$ cat src/sbe_consts.svh
// constants for the status word / operand formatting block
// assumes a 32-bit data path and an AXI4-Lite register port
`ifndef SBE_CONSTS_SVH
`define SBE_CONSTS_SVH

// register byte offsets
`define SBE_PSW_OFS 8'h00
`define SBE_MODE_OFS 8'h04
`define SBE_ERRADR_OFS 8'h08

// status word field positions
`define SBE_PSW_MD 30
`define SBE_PSW_RB 29
`define SBE_PSW_BL 28
`define SBE_PSW_M 9
`define SBE_PSW_Q 8
`define SBE_PSW_I_HI 7
`define SBE_PSW_I_LO 4
`define SBE_PSW_S 1
`define SBE_PSW_T 0

// write masks: all assigned bits, and the bits open to user mode
`define SBE_PSW_PRIV_MASK 32'h700003f3
`define SBE_PSW_USER_MASK 32'h00000303

// reset values
`define SBE_IMASK_RST 4'hf
`define SBE_FLAG_RST 1'h1

// mode/status register fields
`define SBE_MODE_LE 0
`define SBE_MODE_ERR 1

// axi responses
`define SBE_RESP_OKAY 2'h0
`define SBE_RESP_SLVERR 2'h2

`endif

$ cat src/sbe_pkg.sv
// types shared by the status word / operand formatting block
// assumes nothing beyond a SystemVerilog elaborator
package sbe_pkg;
  typedef enum logic [1:0] {
    SBE_SZ_BYTE = 2'h0,
    SBE_SZ_WORD = 2'h1,
    SBE_SZ_LONG = 2'h2
  } sbe_size_e;
endpackage

$ cat src/sbe_bank_map.sv
// general register index to physical register file index
// assumes bank select comes from the status word owner
`timescale 1ns/10ps
module sbe_bank_map
  import sbe_pkg::*;
(
  input wire logic clock,
  input wire logic rst,
  input wire logic [3:0] gpr_index,
  input wire logic ctrl_move,
  input wire logic bank_select_flag,
  output logic [4:0] gpr_phys_index
);
  // physical 0-7 bank zero, 8-15 common, 16-23 bank one
  logic bank;

  // (RL3) bank swap decode
  always_comb begin
    bank = bank_select_flag ^ ctrl_move;
  end

  always_ff @(posedge clock or posedge rst) begin
    if (rst) begin
      gpr_phys_index <= 5'h00;
    end else if (gpr_index[3]) begin
      gpr_phys_index <= {1'b0, gpr_index};
    end else begin
      gpr_phys_index <= {bank, 1'b0, gpr_index[2:0]};
    end
  end
endmodule // sbe_bank_map

$ cat src/sbe_load_fmt.sv
// memory operand formatting: alignment check, lane pick, sign extension
// assumes memory returns the aligned longword holding the operand
`timescale 1ns/10ps
module sbe_load_fmt
  import sbe_pkg::*;
(
  input wire logic clock,
  input wire logic rst,
  input wire logic req_valid,
  input wire logic [1:0] req_size,
  input wire logic [31:0] req_addr,
  input wire logic [31:0] mem_rdata,
  input wire logic little_endian,
  output logic ld_valid,
  output logic [31:0] ld_data,
  output logic addr_error
);
  function automatic logic [31:0] sext8(input logic [7:0] b);
    sext8 = {{24{b[7]}}, b};
  endfunction

  function automatic logic [31:0] sext16(input logic [15:0] h);
    sext16 = {{16{h[15]}}, h};
  endfunction

  logic misaligned;
  logic [1:0] lane;
  logic [31:0] fmt;

  always_comb begin
    // (RL14) alignment check
    unique case (req_size)
      SBE_SZ_WORD: misaligned = req_addr[0];
      SBE_SZ_LONG: misaligned = |req_addr[1:0];
      default: misaligned = 1'b0;
    endcase
    // big-endian puts the lowest address in bits 31:24
    lane = little_endian ? req_addr[1:0] : ~req_addr[1:0];
    // (RL13) sign-extend short operands
    unique case (req_size)
      SBE_SZ_BYTE: fmt = sext8(mem_rdata[8*lane +: 8]);
      SBE_SZ_WORD: fmt = sext16(lane[1] ? mem_rdata[31:16] : mem_rdata[15:0]);
      default: fmt = mem_rdata;
    endcase
  end

  always_ff @(posedge clock or posedge rst) begin
    if (rst) begin
      ld_valid <= 1'b0;
      ld_data <= 32'h00000000;
      addr_error <= 1'b0;
    end else begin
      ld_valid <= req_valid && !misaligned;
      addr_error <= req_valid && misaligned;
      if (req_valid && !misaligned) begin
        ld_data <= fmt;
      end
    end
  end
endmodule // sbe_load_fmt

$ cat src/sbe_top.sv
// status word, bank select, operand formatting and endian strap for a 32-bit core
// assumes an AXI4-Lite master for software access and a core that drives the
// exception request, flag update and load ports synchronously to clock
`timescale 1ns/10ps
`include "sbe_consts.svh"

// What this block does
// (RL1) privilege flag one means privileged operation, zero means user operation
// (RL2) privilege flag forced to one on exception entry and on reset
// (RL3) bank flag picks which bank registers 0-7 use; 8-15 never banked
// (RL4) bank flag set to one on exception entry and on reset
// (RL5) event hold flag at one blocks exception and interrupt acceptance
// (RL6) event hold flag set to one on exception entry and on reset
// (RL7) four-bit mask level resets to all ones, unchanged on interrupt entry
// (RL8) condition flag records compare truth or arithmetic carry and overflow
// (RL9) two divide flags serve divide steps, clamp flag steers multiply-accumulate
// (RL10) unassigned status bits read zero; software writes zero there
// (RL11) divide, clamp and condition flags writable in user mode; reset value undefined
// (RL12) all other status bits accessible only in privileged mode
// (RL13) registers 32 bits; byte and word loads sign-extended
// (RL14) word needs even address, longword multiple of four, else address error
// (RL15) byte order caught from strap at power-on reset, low big, high little
// (RL16) bit 31 is most significant, bit 0 least significant
// (RL17) little-endian software reads back with the size it wrote
module sbe_top
  import sbe_pkg::*;
#(
  parameter int ADDR_W = 8
) (
  input wire logic clock,
  input wire logic rst,
  input wire logic rst_is_power_on,
  input wire logic endian_strap_pin,
  // axi4-lite slave
  input wire logic [ADDR_W-1:0] s_axi_awaddr,
  input wire logic s_axi_awvalid,
  output logic s_axi_awready,
  input wire logic [31:0] s_axi_wdata,
  input wire logic [3:0] s_axi_wstrb,
  input wire logic s_axi_wvalid,
  output logic s_axi_wready,
  output logic [1:0] s_axi_bresp,
  output logic s_axi_bvalid,
  input wire logic s_axi_bready,
  input wire logic [ADDR_W-1:0] s_axi_araddr,
  input wire logic s_axi_arvalid,
  output logic s_axi_arready,
  output logic [31:0] s_axi_rdata,
  output logic [1:0] s_axi_rresp,
  output logic s_axi_rvalid,
  input wire logic s_axi_rready,
  // exception entry
  input wire logic exc_req,
  output logic exc_accept,
  // flag updates from the execution unit: {m, q, s, t}
  input wire logic [3:0] flag_we,
  input wire logic [3:0] flag_wdata,
  // status word fields
  output logic privilege_level_flag,
  output logic bank_select_flag,
  output logic event_hold_flag,
  output logic [3:0] irq_mask_level,
  output logic divide_m_flag,
  output logic divide_q_flag,
  output logic clamp_flag,
  output logic cond_flag,
  // register bank mapping
  input wire logic [3:0] gpr_index,
  input wire logic ctrl_move,
  output logic [4:0] gpr_phys_index,
  // memory operand formatting
  input wire logic mem_req_valid,
  input wire logic [1:0] mem_req_size,
  input wire logic [31:0] mem_req_addr,
  input wire logic [31:0] mem_rdata,
  output logic ld_valid,
  output logic [31:0] ld_data,
  output logic addr_error,
  output logic little_endian
);
  // merges byte lanes of a write under its strobes
  function automatic logic [31:0] merge_strb(input logic [31:0] old_v, input logic [31:0] new_v,
                                             input logic [3:0] strb);
    logic [31:0] r;
    r = old_v;
    for (int i = 0; i < 4; i++) begin
      if (strb[i]) begin
        r[8*i +: 8] = new_v[8*i +: 8];
      end
    end
    merge_strb = r;
  endfunction

  logic md_q, rb_q, bl_q;
  logic [3:0] imask_q;
  logic m_q, q_q, s_q, t_q;
  logic le_q;
  logic err_seen_q;
  logic [31:0] err_addr_q;
  logic [31:0] req_addr_q;

  logic aw_hold_q, w_hold_q, bvalid_q;
  logic [ADDR_W-1:0] awaddr_q;
  logic [31:0] wdata_q;
  logic [3:0] wstrb_q;
  logic [1:0] bresp_q;
  logic rvalid_q;
  logic [31:0] rdata_q;
  logic [1:0] rresp_q;

  logic wr_fire;
  logic psw_wr, mode_wr;
  logic [31:0] psw_cur, psw_wmask, psw_new, psw_view, mode_cur, mode_new;
  logic [31:0] rd_val;
  logic rd_hit;
  logic exc_take;

  // register word indices cut to the width of the address word field
  localparam logic [ADDR_W-3:0] PSW_IDX = (ADDR_W-2)'(`SBE_PSW_OFS >> 2);
  localparam logic [ADDR_W-3:0] MODE_IDX = (ADDR_W-2)'(`SBE_MODE_OFS >> 2);
  localparam logic [ADDR_W-3:0] ERRADR_IDX = (ADDR_W-2)'(`SBE_ERRADR_OFS >> 2);

  // (RL5) hold flag gates acceptance
  assign exc_take = exc_req && !bl_q;
  assign exc_accept = exc_take;

  // (RL10) unassigned bits held at zero
  always_comb begin
    psw_cur = 32'h00000000;
    psw_cur[`SBE_PSW_MD] = md_q;
    psw_cur[`SBE_PSW_RB] = rb_q;
    psw_cur[`SBE_PSW_BL] = bl_q;
    psw_cur[`SBE_PSW_M] = m_q;
    psw_cur[`SBE_PSW_Q] = q_q;
    psw_cur[`SBE_PSW_I_HI:`SBE_PSW_I_LO] = imask_q;
    psw_cur[`SBE_PSW_S] = s_q;
    psw_cur[`SBE_PSW_T] = t_q;
  end

  // (RL12) user mode sees and alters only the four flags
  always_comb begin
    psw_wmask = md_q ? `SBE_PSW_PRIV_MASK : `SBE_PSW_USER_MASK;
    psw_view = psw_cur & psw_wmask;
    psw_new = (merge_strb(psw_cur, wdata_q, wstrb_q) & psw_wmask) | (psw_cur & ~psw_wmask);
  end

  always_comb begin
    mode_cur = 32'h00000000;
    mode_cur[`SBE_MODE_LE] = le_q;
    mode_cur[`SBE_MODE_ERR] = err_seen_q;
    mode_new = merge_strb(32'h00000000, wdata_q, wstrb_q);
  end

  // write channel: address and data taken in either order, then one response
  assign s_axi_awready = !aw_hold_q && !bvalid_q;
  assign s_axi_wready = !w_hold_q && !bvalid_q;
  assign wr_fire = aw_hold_q && w_hold_q && !bvalid_q;
  assign psw_wr = wr_fire && (awaddr_q[ADDR_W-1:2] == PSW_IDX);
  assign mode_wr = wr_fire && (awaddr_q[ADDR_W-1:2] == MODE_IDX);
  assign s_axi_bvalid = bvalid_q;
  assign s_axi_bresp = bresp_q;

  always_ff @(posedge clock or posedge rst) begin
    if (rst) begin
      aw_hold_q <= 1'b0;
      awaddr_q <= '0;
    end else if (s_axi_awvalid && s_axi_awready) begin
      aw_hold_q <= 1'b1;
      awaddr_q <= s_axi_awaddr;
    end else if (wr_fire) begin
      aw_hold_q <= 1'b0;
    end
  end

  always_ff @(posedge clock or posedge rst) begin
    if (rst) begin
      w_hold_q <= 1'b0;
      wdata_q <= 32'h00000000;
      wstrb_q <= 4'h0;
    end else if (s_axi_wvalid && s_axi_wready) begin
      w_hold_q <= 1'b1;
      wdata_q <= s_axi_wdata;
      wstrb_q <= s_axi_wstrb;
    end else if (wr_fire) begin
      w_hold_q <= 1'b0;
    end
  end

  always_ff @(posedge clock or posedge rst) begin
    if (rst) begin
      bvalid_q <= 1'b0;
      bresp_q <= `SBE_RESP_OKAY;
    end else if (wr_fire) begin
      bvalid_q <= 1'b1;
      // error address register is read-only, so writes there are refused too
      bresp_q <= (psw_wr || mode_wr) ? `SBE_RESP_OKAY : `SBE_RESP_SLVERR;
    end else if (s_axi_bready) begin
      bvalid_q <= 1'b0;
    end
  end

  // read channel: one read at a time, data registered
  always_comb begin
    rd_hit = 1'b1;
    unique case (s_axi_araddr[ADDR_W-1:2])
      PSW_IDX: rd_val = psw_view;
      MODE_IDX: rd_val = mode_cur;
      ERRADR_IDX: rd_val = err_addr_q;
      default: begin
        rd_val = 32'h00000000;
        rd_hit = 1'b0;
      end
    endcase
  end

  assign s_axi_arready = !rvalid_q;
  assign s_axi_rvalid = rvalid_q;
  assign s_axi_rdata = rdata_q;
  assign s_axi_rresp = rresp_q;

  always_ff @(posedge clock or posedge rst) begin
    if (rst) begin
      rvalid_q <= 1'b0;
      rdata_q <= 32'h00000000;
      rresp_q <= `SBE_RESP_OKAY;
    end else if (s_axi_arvalid && s_axi_arready) begin
      rvalid_q <= 1'b1;
      rdata_q <= rd_val;
      rresp_q <= rd_hit ? `SBE_RESP_OKAY : `SBE_RESP_SLVERR;
    end else if (s_axi_rready) begin
      rvalid_q <= 1'b0;
    end
  end

  // privileged control fields; exception entry beats a software write
  always_ff @(posedge clock or posedge rst) begin
    if (rst) begin
      // (RL2) reset value one
      md_q <= `SBE_FLAG_RST;
      // (RL4) reset value one
      rb_q <= `SBE_FLAG_RST;
      // (RL6) reset value one
      bl_q <= `SBE_FLAG_RST;
      // (RL7) mask all ones
      imask_q <= `SBE_IMASK_RST;
    end else if (exc_take) begin
      // (RL2) entry forces privilege
      md_q <= 1'b1;
      // (RL4) entry forces bank
      rb_q <= 1'b1;
      // (RL6) entry forces hold
      bl_q <= 1'b1;
      // (RL7) mask left alone on entry
    end else if (psw_wr) begin
      // (RL1) privilege flag update
      md_q <= psw_new[`SBE_PSW_MD];
      rb_q <= psw_new[`SBE_PSW_RB];
      bl_q <= psw_new[`SBE_PSW_BL];
      imask_q <= psw_new[`SBE_PSW_I_HI:`SBE_PSW_I_LO];
    end
  end

  // (RL11) user-writable flags; execution unit wins over software per bit
  always_ff @(posedge clock or posedge rst) begin
    if (rst) begin
      // held at zero so simulation never carries unknowns
      m_q <= 1'b0;
      q_q <= 1'b0;
      s_q <= 1'b0;
      t_q <= 1'b0;
    end else begin
      // (RL9) divide and clamp flags
      if (flag_we[3]) begin
        m_q <= flag_wdata[3];
      end else if (psw_wr) begin
        m_q <= psw_new[`SBE_PSW_M];
      end
      if (flag_we[2]) begin
        q_q <= flag_wdata[2];
      end else if (psw_wr) begin
        q_q <= psw_new[`SBE_PSW_Q];
      end
      if (flag_we[1]) begin
        s_q <= flag_wdata[1];
      end else if (psw_wr) begin
        s_q <= psw_new[`SBE_PSW_S];
      end
      // (RL8) condition flag update
      if (flag_we[0]) begin
        t_q <= flag_wdata[0];
      end else if (psw_wr) begin
        t_q <= psw_new[`SBE_PSW_T];
      end
    end
  end

  // (RL15) strap sampled while power-on reset is held; other resets keep it
  always_ff @(posedge clock) begin
    if (rst && rst_is_power_on) begin
      le_q <= endian_strap_pin;
    end
  end

  // sticky address error record, write one to clear; a new error wins
  always_ff @(posedge clock or posedge rst) begin
    if (rst) begin
      err_seen_q <= 1'b0;
      err_addr_q <= 32'h00000000;
    end else if (addr_error) begin
      err_seen_q <= 1'b1;
      err_addr_q <= req_addr_q;
    end else if (mode_wr && mode_new[`SBE_MODE_ERR]) begin
      err_seen_q <= 1'b0;
    end
  end

  // the formatter reports one cycle late, so the address is held alongside
  always_ff @(posedge clock or posedge rst) begin
    if (rst) begin
      req_addr_q <= 32'h00000000;
    end else if (mem_req_valid) begin
      req_addr_q <= mem_req_addr;
    end
  end

  assign privilege_level_flag = md_q;
  assign bank_select_flag = rb_q;
  assign event_hold_flag = bl_q;
  assign irq_mask_level = imask_q;
  assign divide_m_flag = m_q;
  assign divide_q_flag = q_q;
  assign clamp_flag = s_q;
  assign cond_flag = t_q;
  assign little_endian = le_q;

  // (RL3) bank mapping
  sbe_bank_map u_bank_map (
    .clock(clock),
    .rst(rst),
    .gpr_index(gpr_index),
    .ctrl_move(ctrl_move),
    .bank_select_flag(rb_q),
    .gpr_phys_index(gpr_phys_index)
  );

  // (RL13) (RL14) (RL16) operand formatting
  sbe_load_fmt u_load_fmt (
    .clock(clock),
    .rst(rst),
    .req_valid(mem_req_valid),
    .req_size(mem_req_size),
    .req_addr(mem_req_addr),
    .mem_rdata(mem_rdata),
    .little_endian(le_q),
    .ld_valid(ld_valid),
    .ld_data(ld_data),
    .addr_error(addr_error)
  );
endmodule // sbe_top

$ cat config.mk
export PLATFORM = sky130hd
export DESIGN_NAME = sbe_top
export DESIGN_NICKNAME = d
export VERILOG_FILES = /design/src/sbe_pkg.sv /design/src/sbe_bank_map.sv /design/src/sbe_load_fmt.sv /design/src/sbe_top.sv
export VERILOG_INCLUDE_DIRS = /design/src
export SDC_FILE = /design/constraint.sdc
export NUM_CORES = 1
export LEC_CHECK = 0
export BUFFER_PORTS_ARGS = -buffer_cell sky130_fd_sc_hd__buf_2
export CELL_PAD_IN_SITES_DETAIL_PLACEMENT = 2
export CELL_PAD_IN_SITES_GLOBAL_PLACEMENT = 2
export CORE_MARGIN = 1
export CORE_UTILIZATION = 29
export CTS_CLUSTER_DIAMETER = 100
export DETAILED_ROUTE_END_ITERATION = 12
export HOLD_SLACK_MARGIN = 0.06
export PLACE_DENSITY_LB_ADDON = 0.05
export SYNTH_ARGS = -nofsm -noshare
export SYNTH_HDL_FRONTEND = slang
export SYNTH_HIERARCHICAL = 1
export SYNTH_SLANG_ARGS = --single-unit
$ cat constraint.sdc
create_clock -name clock -period 4 [get_ports clock]
set_input_delay 0.2 -clock clock [delete_from_list [all_inputs] [get_ports clock]]
set_output_delay 0.2 -clock clock [all_outputs]
set_load 0.01 [all_outputs]
==> results of run 1 <==
==> cell usage after synthesis (all sizes together), types with 2 or more instances <==
| cell type | n | area (sq um) |
|---|---|---|
| dfrtp | 166 | 4150 |
| mux2 | 97 | 1090 |
| nand2 | 76 | 285 |
| nor2 | 56 | 210 |
| a21oi | 44 | 220 |
| nand3 | 23 | 115 |
| buf | 19 | 149 |
| clkbuf | 17 | 65.1 |
| mux2i | 17 | 170 |
| o21ai | 15 | 75.1 |
| inv | 11 | 41.3 |
| a22oi | 7 | 52.6 |
| dfstp | 7 | 184 |
| a221oi | 6 | 52.6 |
| and2 | 5 | 31.3 |
| nor2b | 5 | 31.3 |
| a22o | 3 | 26.3 |
| and3 | 3 | 18.8 |
| ha | 3 | 37.5 |
| nand2b | 3 | 18.8 |
| nand3b | 3 | 22.5 |
| nor3b | 3 | 45.1 |
| a211oi | 2 | 15.0 |
| a21o | 2 | 15.0 |
| nand4 | 2 | 12.5 |
| nand4b | 2 | 17.5 |
| nor4b | 2 | 32.5 |
| xnor2 | 2 | 17.5 |
==> final cells by class <==
cell class              instances  area share (%)
clock buffers                  19            4.37
clock inverters                13            1.44
inverters                      12           0.493
multi-input cells             400            27.3
flip-flops and latches        174            43.1
well taps                     330            4.07
repair buffers                300            19.2
==> power breakdown <==
part / internal [W] / switching (W) / leakage (nW)
logic: 0.000545 / 0.000500 / 2.41
clock network: 0.000853 / 0.000796 / 0.288
registers: 0.00215 / 0.000254 / 2.09
total: 0.00355 / 0.00155 / 4.79
==> kinds of logic after synthesis <==
logic type	Yosys count	share of synthesized area [%]
AND/OR/NAND/NOR	191	12.4
flip-flops	174	59.1
multiplexers	114	17.1
AO/OA/AOI/OAI	88	7.18
buffers and inverters	48	3.50
adder cells (fa/ha/maj)	3	0.508
XOR/XNOR	2	0.237
other	1	0.0507
==> per-layer routing <==
layer	wire, microns	part of all wire [%]
met1	9680	42
met2	12200	53
met3	1080	4.6
met4	267	1.1
met5	0	0
==> metrics by stage <==
step           cell area, sq um  utilization (%)  cells  hold slack, ns
3_5_place_dp               8700             34.7   1131           0.161
6_report                  10100             40.4   1248          0.0907
2_1_floorplan              7400                -    622         -0.0215
3_3_place_gp               8700             34.7   1131           0.151
4_1_cts                   10100             40.4   1248          0.0726
5_1_grt                   10100             40.4   1248          0.0834
==> worst reg2reg max path, cell delays in order, from the launching register on <==
cell,delay (ns)
edfxtp_1,0.69
mux2_2,0.40
and3_1,0.18
o41a_1,0.37
nor3b_4,0.77
a21oi_1,0.15
==> flip-flops by register name, summed over array words and instances, names as in the netlist, 3 cells and up, named ones only <==
| register | flops |
|---|---|
| u_load_fmt/ld_data | 32 |
| awaddr_q | 6 |
| err_addr_q | 32 |
| req_addr_q | 32 |
| s_axi_rdata | 32 |
| wstrb_q | 3 |
| wdata_q | 11 |
| u_bank_map/gpr_phys_index | 5 |
==> path summary, 6_finish.rpt <==
check	from	to
setup reg to reg	little_endian	u_load_fmt/ld_data[23]
min in group asynchronous	rst	u_bank_map/gpr_phys_index[2]
setup / recovery	little_endian	u_load_fmt/ld_data[23]
max in group asynchronous	rst	asynchronous set/reset pin
hold reg to reg	s_axi_rdata[22]	s_axi_rdata[22]
hold / removal	mem_rdata[14]	u_load_fmt/ld_data[14]
==> timing repair <==
item,in CTS,in global routing
buffers inserted,0,0
hold endpoints to repair,206,0
hold buffers,85,0
==> summary.txt, run 1 <==
Outcome
  – Status: completed

Clock network
  – H-tree depth reported by CTS: 4
  – Clk slew on worst S/H paths: around 0.070 ns
  – Clock Latency Late Sink: approximately 0.43 ns
  – CTS tree: built
  – CTS Root Cell: clkbuf_16
  – Clock tree buffer depth: 2
  – # clock sinks: ~170
  – # resized after CTS: 0
  – Number of buffers created by CTS: 17

Timing
  – Setup TNS: 0 ns
  – Slew HR: a little under two fifths
  – Worst setup margin: about 1.3 ns
  – Pins Over Slew Limit: 0
  – Crit path time final: ~2.7 ns
  – Final Hold Fails: 0
  – Clock skew: about 0.015 ns
  – Max Clk Rate: 368 MHz
  – Final period util: about two thirds
  – RSZ-0062 raised after global routing: no
  – Worst slew pin tran: 0.944 ns
  – Final setup viols: 0

Cells and area
  – Fill cells: 2672
  – Commonest cells after routing, fill and taps aside: buf_2 (206), dfrtp_1 (165), mux2_2 (97)
  – Ant diodes: 0
  – Area delta synth->final: 37.2%
  – Fin nets: about 1100
  – Register area: around 4400 sq um
  – Share of layout cells above drive strength 1: about two fifths
  – Commonest non-fill, non-tap cell in the layout: buf_2
  – Area taken by multi-input logic gates: 2770 sq um

Setup path
  – CP Max Fanout: 17
  – CP Data Required Time: 4.26 ns
  – CP delay by family, top: simple AND/OR/NAND/NOR gates
  – WP data arrival: between 2 and 3 ns
  – Crit path max-delay cell type: nor3b_4
  – Critical path depth: 5
  – Cell chain of the critical path: mux2_2 -> and3_1 -> o41a_1 -> nor3b_4 -> a21oi_1
  – WS Path Type: reg2reg
  – R2R depth: 5
  – CP max stage delay: around 0.77 ns
  – Worst setup EP type: register
  – Startpoint types: register
  – Reg2Reg Setup Slack: approximately 1.3 ns
  – WP buf/inv: 0

Worst hold path
  – HP Class: in2reg
  – Min-Delay Path Depth: 3

Routing
  – DRC violations left: 0
  – Post-route ant nets: 0
  – Drt pass-1 iters: 6
  – Vias per cell: ~4.7
  – Drt total wl: 23300 microns
  – DR vias: 5878
  – WL per Instance: about 19 microns
  – Initial DRC count: approximately 270

GRT
  – First-pass GRT wire length: roughly 37000 microns
  – Largest net degree at the start of global routing: 94
  – Vias in the first global route: between 6000 and 7000
  – Met1 Use GR: 21.9%
  – GRT Total Usage: a little under a fifth
  – M2 GR Usage: between 30 and 40%
  – GRT busiest layer: met2
  – Grt ovf: 0
  – Initial antenna violation count: 0
  – Met3 usage: ~3.9%

Floorplan
  – Die X: between 150 and 200 microns
  – Initial Utilization: about 30%
  – Die area: roughly 26000 sq um
  – Die height: 162 microns
  – I/O pins: between 200 and 250
  – Row cnt: 58
  – Core area: ~25000 sq um

Flow run
  – Max_cap viols: 0

Synthesis
  – Async S/R FF share, synth: approximately 99%
  – Top_reg_cell synth: dfrtp_1
  – Cell variety after synth: 55
  – Synthesized cell area: approximately 7400 sq um
  – Number of enable flip-flop cells after synthesis: 1
  – Post-Synthesis Cells: about 620
  – Avg Inst Size Synth: ~12 sq um
  – YS warnings: 6
  – Post-synthesis register bit count: between 150 and 200
  – Seq/Total Area, Yosys: 59.1%

Placed design
  – IO buf count: roughly 210
  – Pre-CTS setup slack: between 1 and 1.5 ns
  – Placed wire-length estimate: approximately 16000 microns
  – RePlAce Congestion: 0.736

Pwr
  – Leak: ~4.8 nW
  – Total design power: between 0.005 and 0.006 W
  – Worst IR Drop VDD: 0.000216 V
  – PD cells: approximately 500 nW/um^2
Note: power is estimated with default switching activity, not from simulation.
==> run 2, diff against run 1 <==
--- a/config.mk
+++ b/config.mk
@@ -10,7 +10,7 @@
 export CELL_PAD_IN_SITES_DETAIL_PLACEMENT = 2
 export CELL_PAD_IN_SITES_GLOBAL_PLACEMENT = 2
 export CORE_MARGIN = 1
-export CORE_UTILIZATION = 29
+export CORE_UTILIZATION = 32
 export CTS_CLUSTER_DIAMETER = 100
 export DETAILED_ROUTE_END_ITERATION = 12
 export HOLD_SLACK_MARGIN = 0.06
==> constraint.sdc (replaced) <==
create_clock -name clock -period 2.7 [get_ports clock]
set_input_delay 0.135 -clock clock [delete_from_list [all_inputs] [get_ports clock]]
set_output_delay 0.135 -clock clock [all_outputs]
set_load 0.01 [all_outputs]
==> run 2 against run 1 <==
Net effect: critical path depth is the same; clock skew shrank 0.0031 ns; combinational power grew 53%; utilization grew 5.3 points; hold slack lost 0.020 ns; design area grew 2.0%; power grew 53%; register-to-register slack lost 1.1 ns; final cell count shrank 1.9%; die area shrank 9.3%; non-clock buffer count grew 20; critical endpoint is now cond_flag; largest cell class unchanged; highest routed layer unchanged.
==> summary.txt, run 2 (synthesis gave the netlist of run 1 again) <==
Outcome
  – Status: completed

Clock network
  – Clk slew on worst S/H paths: about 0.07 ns
  – CTS Root Cell: clkbuf_16
  – # resized after CTS: 0
  – H-tree depth reported by CTS: 4
  – Clock Latency Late Sink: between 0.4 and 0.5 ns
  – CTS tree: built
  – Post-CTS Setup Bufs: 0
  – # clock sinks: 174
  – Clock tree buffer depth: 2
  – Number of buffers created by CTS: 17

Floorplan
  – Row cnt: 55
  – Core area: around 23000 sq um
  – Die X: 154 microns
  – Die area: approximately 24000 sq um
  – Initial Utilization: roughly a third
  – I/O pins: 235
  – Die height: between 150 and 200 microns

Setup path
  – Reg2Reg Setup Slack: 0.17 ns
  – CP max stage delay: 0.59 ns
  – Startpoint types: register
  – CP Data Required Time: 3.00 ns
  – Cell chain of the critical path: nor4_2 -> nand4b_1 -> mux2_2 -> mux2_2 -> dlygate4sd3_1
  – CP Max Fanout: 5
  – Most frequent CP cell: mux2_2
  – WP buf/inv: 1
  – CP delay by family, top: simple AND/OR/NAND/NOR gates
  – Crit path max-delay cell type: nor4_2
  – Worst setup EP type: register
  – WS Path Type: reg2reg
  – WP data arrival: ~2.8 ns

Routing
  – Drt total wl: between 20000 and 25000 microns
  – DR vias: between 5000 and 6000
  – Drt pass-1 iters: 4
  – Initial DRC count: 132
  – WL per Instance: between 15 and 20 microns
  – Vias per cell: between 4 and 5
  – DRC violations left: 0
  – Post-route ant nets: 0

Pwr
  – Leak: ~4.9 nW
  – Internal cell power: roughly 0.0056 W
  – Switching Fraction: approximately 29%
  – PD cells: roughly 750 nW/um^2
  – Share of total power in the clock network: 33.8%
  – Worst IR Drop VDD: roughly 0.00036 V
  – Combinational fraction of design power: about a fifth
  – Total design power: a little under 0.008 W
  – P_sw: about 0.0022 W
  – Sequential cell fraction of total power: between 40% and 50%

Timing
  – Final Hold Fails: 0
  – Final setup viols: 0
  – Setup TNS: 0 ns
  – Worst setup margin: ~0.17 ns
  – Worst slew pin tran: around 0.95 ns
  – Final period util: 93.7%
  – Clock skew: around 0.012 ns
  – Pins Over Slew Limit: 0
  – RSZ-0062 raised after global routing: no
  – Slew HR: a little under two fifths
  – Max Clk Rate: ~400 MHz
  – Worst hold margin: ~0.07 ns
  – Crit path time final: 2.53 ns

GRT
  – GRT Total Usage: slightly above 20%
  – Vias in the first global route: between 7000 and 8000
  – First-pass GRT wire length: between 30000 and 40000 microns
  – Grt ovf: 0
  – Initial antenna violation count: 1
  – Largest net degree at the start of global routing: 70

Worst hold path
  – HP Class: in2reg

Placed design
  – IO buf count: between 200 and 250
  – Placed wire-length estimate: ~16000 microns
  – RePlAce Congestion: roughly 0.80
  – Pre-CTS setup slack: roughly 0.5 ns

Flow run
  – Max_cap viols: 0

Cells and area
  – Commonest non-fill, non-tap cell in the layout: buf_2
  – Share of layout cells above drive strength 1: 39.3%
  – Area delta synth->final: 40.0%
  – Fin nets: approximately 1100
  – Commonest cells after routing, fill and taps aside: buf_2 (206), dfrtp_1 (165), dlygate4sd3_1 (98)
[run 2: changes by cell type in the layout (fill, tap and decap cells not counted), sizes merged]
cell	before	now
buf	215	222
bufinv	0	3
clkinv	8	5
clkinvlp	0	2
diode	0	2
dlygate4sd3	85	98
inv	17	14
[run 2: area by class of cell]
type                       instances  area, sq um
fill                            2315        12300
sequential                       174         4370
multi-input combinational        400         2770
timing repair buffer             320         2170
clock buffer                      19          453
tap                              285          357
clock inverter                    12          175
inverter                          12         48.8
antenna                            2         5.00
[run 2: final timing paths]
kind	endpoint	from	depth (start not counted)
setup / recovery	cond_flag	awaddr_q[6]	5
hold / removal	u_load_fmt/ld_data[6]	mem_rdata[6]	3
setup reg to reg	cond_flag	awaddr_q[6]	5
hold reg to reg	s_axi_rdata[26]	s_axi_rdata[26]	2
max in group asynchronous	s_axi_rdata[23]	rst	4
min in group asynchronous	u_bank_map/gpr_phys_index[1]	rst	3
[run 2: through the flow]
step / cell area (sq um) / instances / util [%]
6_report: 10300 / 1224 / 45.7
4_1_cts: 10300 / 1222 / 45.7
3_5_place_dp: 8730 / 1093 / 38.6
3_3_place_gp: 8730 / 1093 / 38.6
2_1_floorplan: 7400 / 622 / -
5_1_grt: 10300 / 1223 / 45.7
[run 2: per-layer routing]
layer | up-vias | GRT usage [%] | wire length, microns | part of all wire [%]
li1 | 2754 | - | - | -
met1 | 3046 | 23.7 | 9590 | 41
met5 | - | 0 | 0 | 0
met4 | 0 | 4.86 | 199 | 0.86
met2 | 140 | 38.1 | 12400 | 53
met3 | 15 | 4.82 | 1020 | 4.4
[run 2: worst register-to-register path, stage by stage, from the launching register on]
cell	delay, ns
dfrtp_1	0.40
nor4_2	0.59
nand4b_1	0.26
mux2_2	0.33
mux2_2	0.26
dlygate4sd3_1	0.57
[run 2: timing repair]
item,CTS,global route
hold endpoints to repair,148,0
endpoints found under the setup margin,0,0
hold buffers,98,0
[run 2: power groups by stage]
stage | clock network, W | registers [W] | logic [W]
2_1_floorplan | 0 | 0.00357 | 0.000898
3_3_place_gp | 0 | 0.00357 | 0.00141
3_5_place_dp | 0 | 0.00362 | 0.00148
4_1_cts | 0.00271 | 0.00357 | 0.00160
5_1_grt | 0.00281 | 0.00365 | 0.00175
6_report | 0.00263 | 0.00356 | 0.00159
==> run 3, diff against run 2 <==
--- a/config.mk
+++ b/config.mk
@@ -7,10 +7,10 @@
 export NUM_CORES = 1
 export LEC_CHECK = 0
 export BUFFER_PORTS_ARGS = -buffer_cell sky130_fd_sc_hd__buf_2
-export CELL_PAD_IN_SITES_DETAIL_PLACEMENT = 2
-export CELL_PAD_IN_SITES_GLOBAL_PLACEMENT = 2
+export CELL_PAD_IN_SITES_DETAIL_PLACEMENT = 0
+export CELL_PAD_IN_SITES_GLOBAL_PLACEMENT = 1
 export CORE_MARGIN = 1
-export CORE_UTILIZATION = 32
+export CORE_UTILIZATION = 39
 export CTS_CLUSTER_DIAMETER = 100
 export DETAILED_ROUTE_END_ITERATION = 12
 export HOLD_SLACK_MARGIN = 0.06
==> run 3 against run 2 <==
Net effect: final cell count is 4.7% lower; sequential cell count is the same; maximum frequency grew 3.4%; power is 3.3% lower; non-clock buffer count decreased by 1; sequential share of layout area up 0.53 points; critical path depth unchanged; clock power down 7%; largest cell class unchanged.
==> summary.txt, run 3 (synthesis gave the netlist of run 1 again) <==
Outcome
  – Status: completed

Pwr
  – Worst IR Drop VDD: between 0.0004 and 0.0005 V
  – PD cells: 737 nW/um^2
  – Leak: 4.86 nW

Timing
  – Pins Over Slew Limit: 0
  – Slew HR: 37.3%
  – Setup TNS: 0 ns
  – Crit path time final: 2.45 ns
  – Worst hold margin: ~0.073 ns
  – Max Clk Rate: approximately 410 MHz
  – Clock skew: 0.00932 ns
  – Final setup viols: 0
  – Final Hold Fails: 0
  – RSZ-0062 raised after global routing: no
  – Worst slew pin tran: roughly 0.94 ns
  – Final period util: between 90 and 100%

Cells and area
  – Commonest cells after routing, fill and taps aside: buf_2 (206), dfrtp_1 (165), dlygate4sd3_1 (100)
  – Ant diodes: 0
  – Area delta synth->final: 38.3%
  – Fill cells: ~1600
  – Fin nets: ~1100
  – Register area: between 4000 and 5000 sq um
  – Commonest non-fill, non-tap cell in the layout: buf_2
  – Area taken by multi-input logic gates: ~2800 sq um
  – Cell Count, Final, Fillers Out: about 1200
  – Design Area, Final: 10200 sq um
  – Share of layout cells above drive strength 1: between 30% and 40%

Routing
  – Post-route ant nets: 0
  – Met2 Wirelength: between 9000 and 10000 microns
  – DR vias: approximately 5700
  – Met3 WL: approximately 950 microns
  – Wl on met1: ~8400 microns
  – Initial DRC count: approximately 230
  – WL per Instance: between 15 and 20 microns
  – Vias per cell: about 5
  – Top routing layer in use: met4
  – Drt total wl: approximately 19000 microns
  – DRC violations left: 0
  – Drt pass-1 iters: 5

Clock network
  – # clock sinks: about 170
  – Clk slew on worst S/H paths: 0.07 ns
  – Clock tree buffer depth: 2
  – # resized after CTS: 0
  – CTS Root Cell: clkbuf_16
  – Number of buffers created by CTS: 17
  – H-tree depth reported by CTS: 4
  – CTS tree: built
  – Clock Latency Late Sink: roughly 0.43 ns

Setup path
  – Startpoint types: register
  – CP Data Required Time: around 3.0 ns
  – WS Path Type: reg2reg
  – WP data arrival: roughly 2.8 ns
  – Worst setup EP type: register
  – CP Max Fanout: 5

Floorplan
  – Core area: roughly 18000 sq um
  – I/O pins: between 200 and 250
  – Die area: just under 20000 sq um
  – Row cnt: 49
  – Die height: 140 microns
  – Die X: between 100 and 150 microns
  – Initial Utilization: just over 40%

Placed design
  – IO buf count: between 200 and 250
  – Placed wire-length estimate: between 10000 and 15000 microns
  – Placed cell area: 8630 sq um
  – RePlAce Congestion: around 0.83
  – DP Cell Count: just over 1000

Worst hold path
  – HP Class: in2reg

GRT
  – Vias in the first global route: ~6200
  – Largest net degree at the start of global routing: slightly below 80
  – First-pass GRT wire length: roughly 31000 microns
  – GRT Total Usage: 20.4%
  – Grt ovf: 0
  – Initial antenna violation count: 0

Flow run
  – Max_cap viols: 0
run 3: area by class of cell:
cell class	count	area share, %
clock buffers	18	4.30
inverters	12	0.477
well taps	229	2.80
clock inverters	14	1.48
flip-flops and latches	174	42.7
multi-input cells	400	27.1
repair buffers	319	21.1
run 3: metal layers:
metal	vias up	GRT usage [%]
met4	0	6.59
li1	2748	-
met5	-	0
met1	2780	25.1
met2	158	35.1
met3	21	4.85
run 3: metrics by stage:
step	setup slack (ns)	power, W	utilization, %
floorplan	0.579	0.00447	-
global placement	0.481	0.00495	47.2
detailed placement	0.425	0.00504	47.2
CTS	0.266	0.00762	55.9
global route	0.171	0.00793	55.9
finish	0.252	0.00753	55.9
run 3: worst paths after layout:
| kind | from | end | slack (ns) | depth (start not counted) |
|---|---|---|---|---|
| worst max-delay path | awaddr_q[6] | divide_q_flag | 0.25 | 5 |
| worst min-delay path | mem_rdata[8] | u_load_fmt/ld_data[8] | 0.07 | 3 |
| worst max register to register | awaddr_q[6] | divide_q_flag | 0.25 | 5 |
| worst min register to register | s_axi_rdata[23] | s_axi_rdata[23] | 0.46 | 2 |
| max in group asynchronous | rst | u_load_fmt/ld_data[2] | 1.47 | 4 |
| min in group asynchronous | rst | u_bank_map/gpr_phys_index[3] | 0.20 | 3 |
run 3: critical path, stage by stage, from the launching register on:
cell           delay [ns]
dfrtp_1              0.40
nor4_2               0.52
nand4b_1             0.25
mux2_2               0.33
mux2_2               0.26
dlygate4sd3_1        0.56
run 3: what timing repair did:
| item | in CTS | in global routing |
|---|---|---|
| hold endpoints to repair | 136 | 0 |
| setup buffers | 0 | 0 |
| hold buffers | 100 | 0 |
run 3: power breakdown:
group / total (W) / internal [W] / switching [W]
Clock: 0.00245 / 0.00133 / 0.00112
Combinational: 0.00153 / 0.000832 / 0.000699
Sequential: 0.00355 / 0.00319 / 0.000354
Total: 0.00753 / 0.00536 / 0.00217
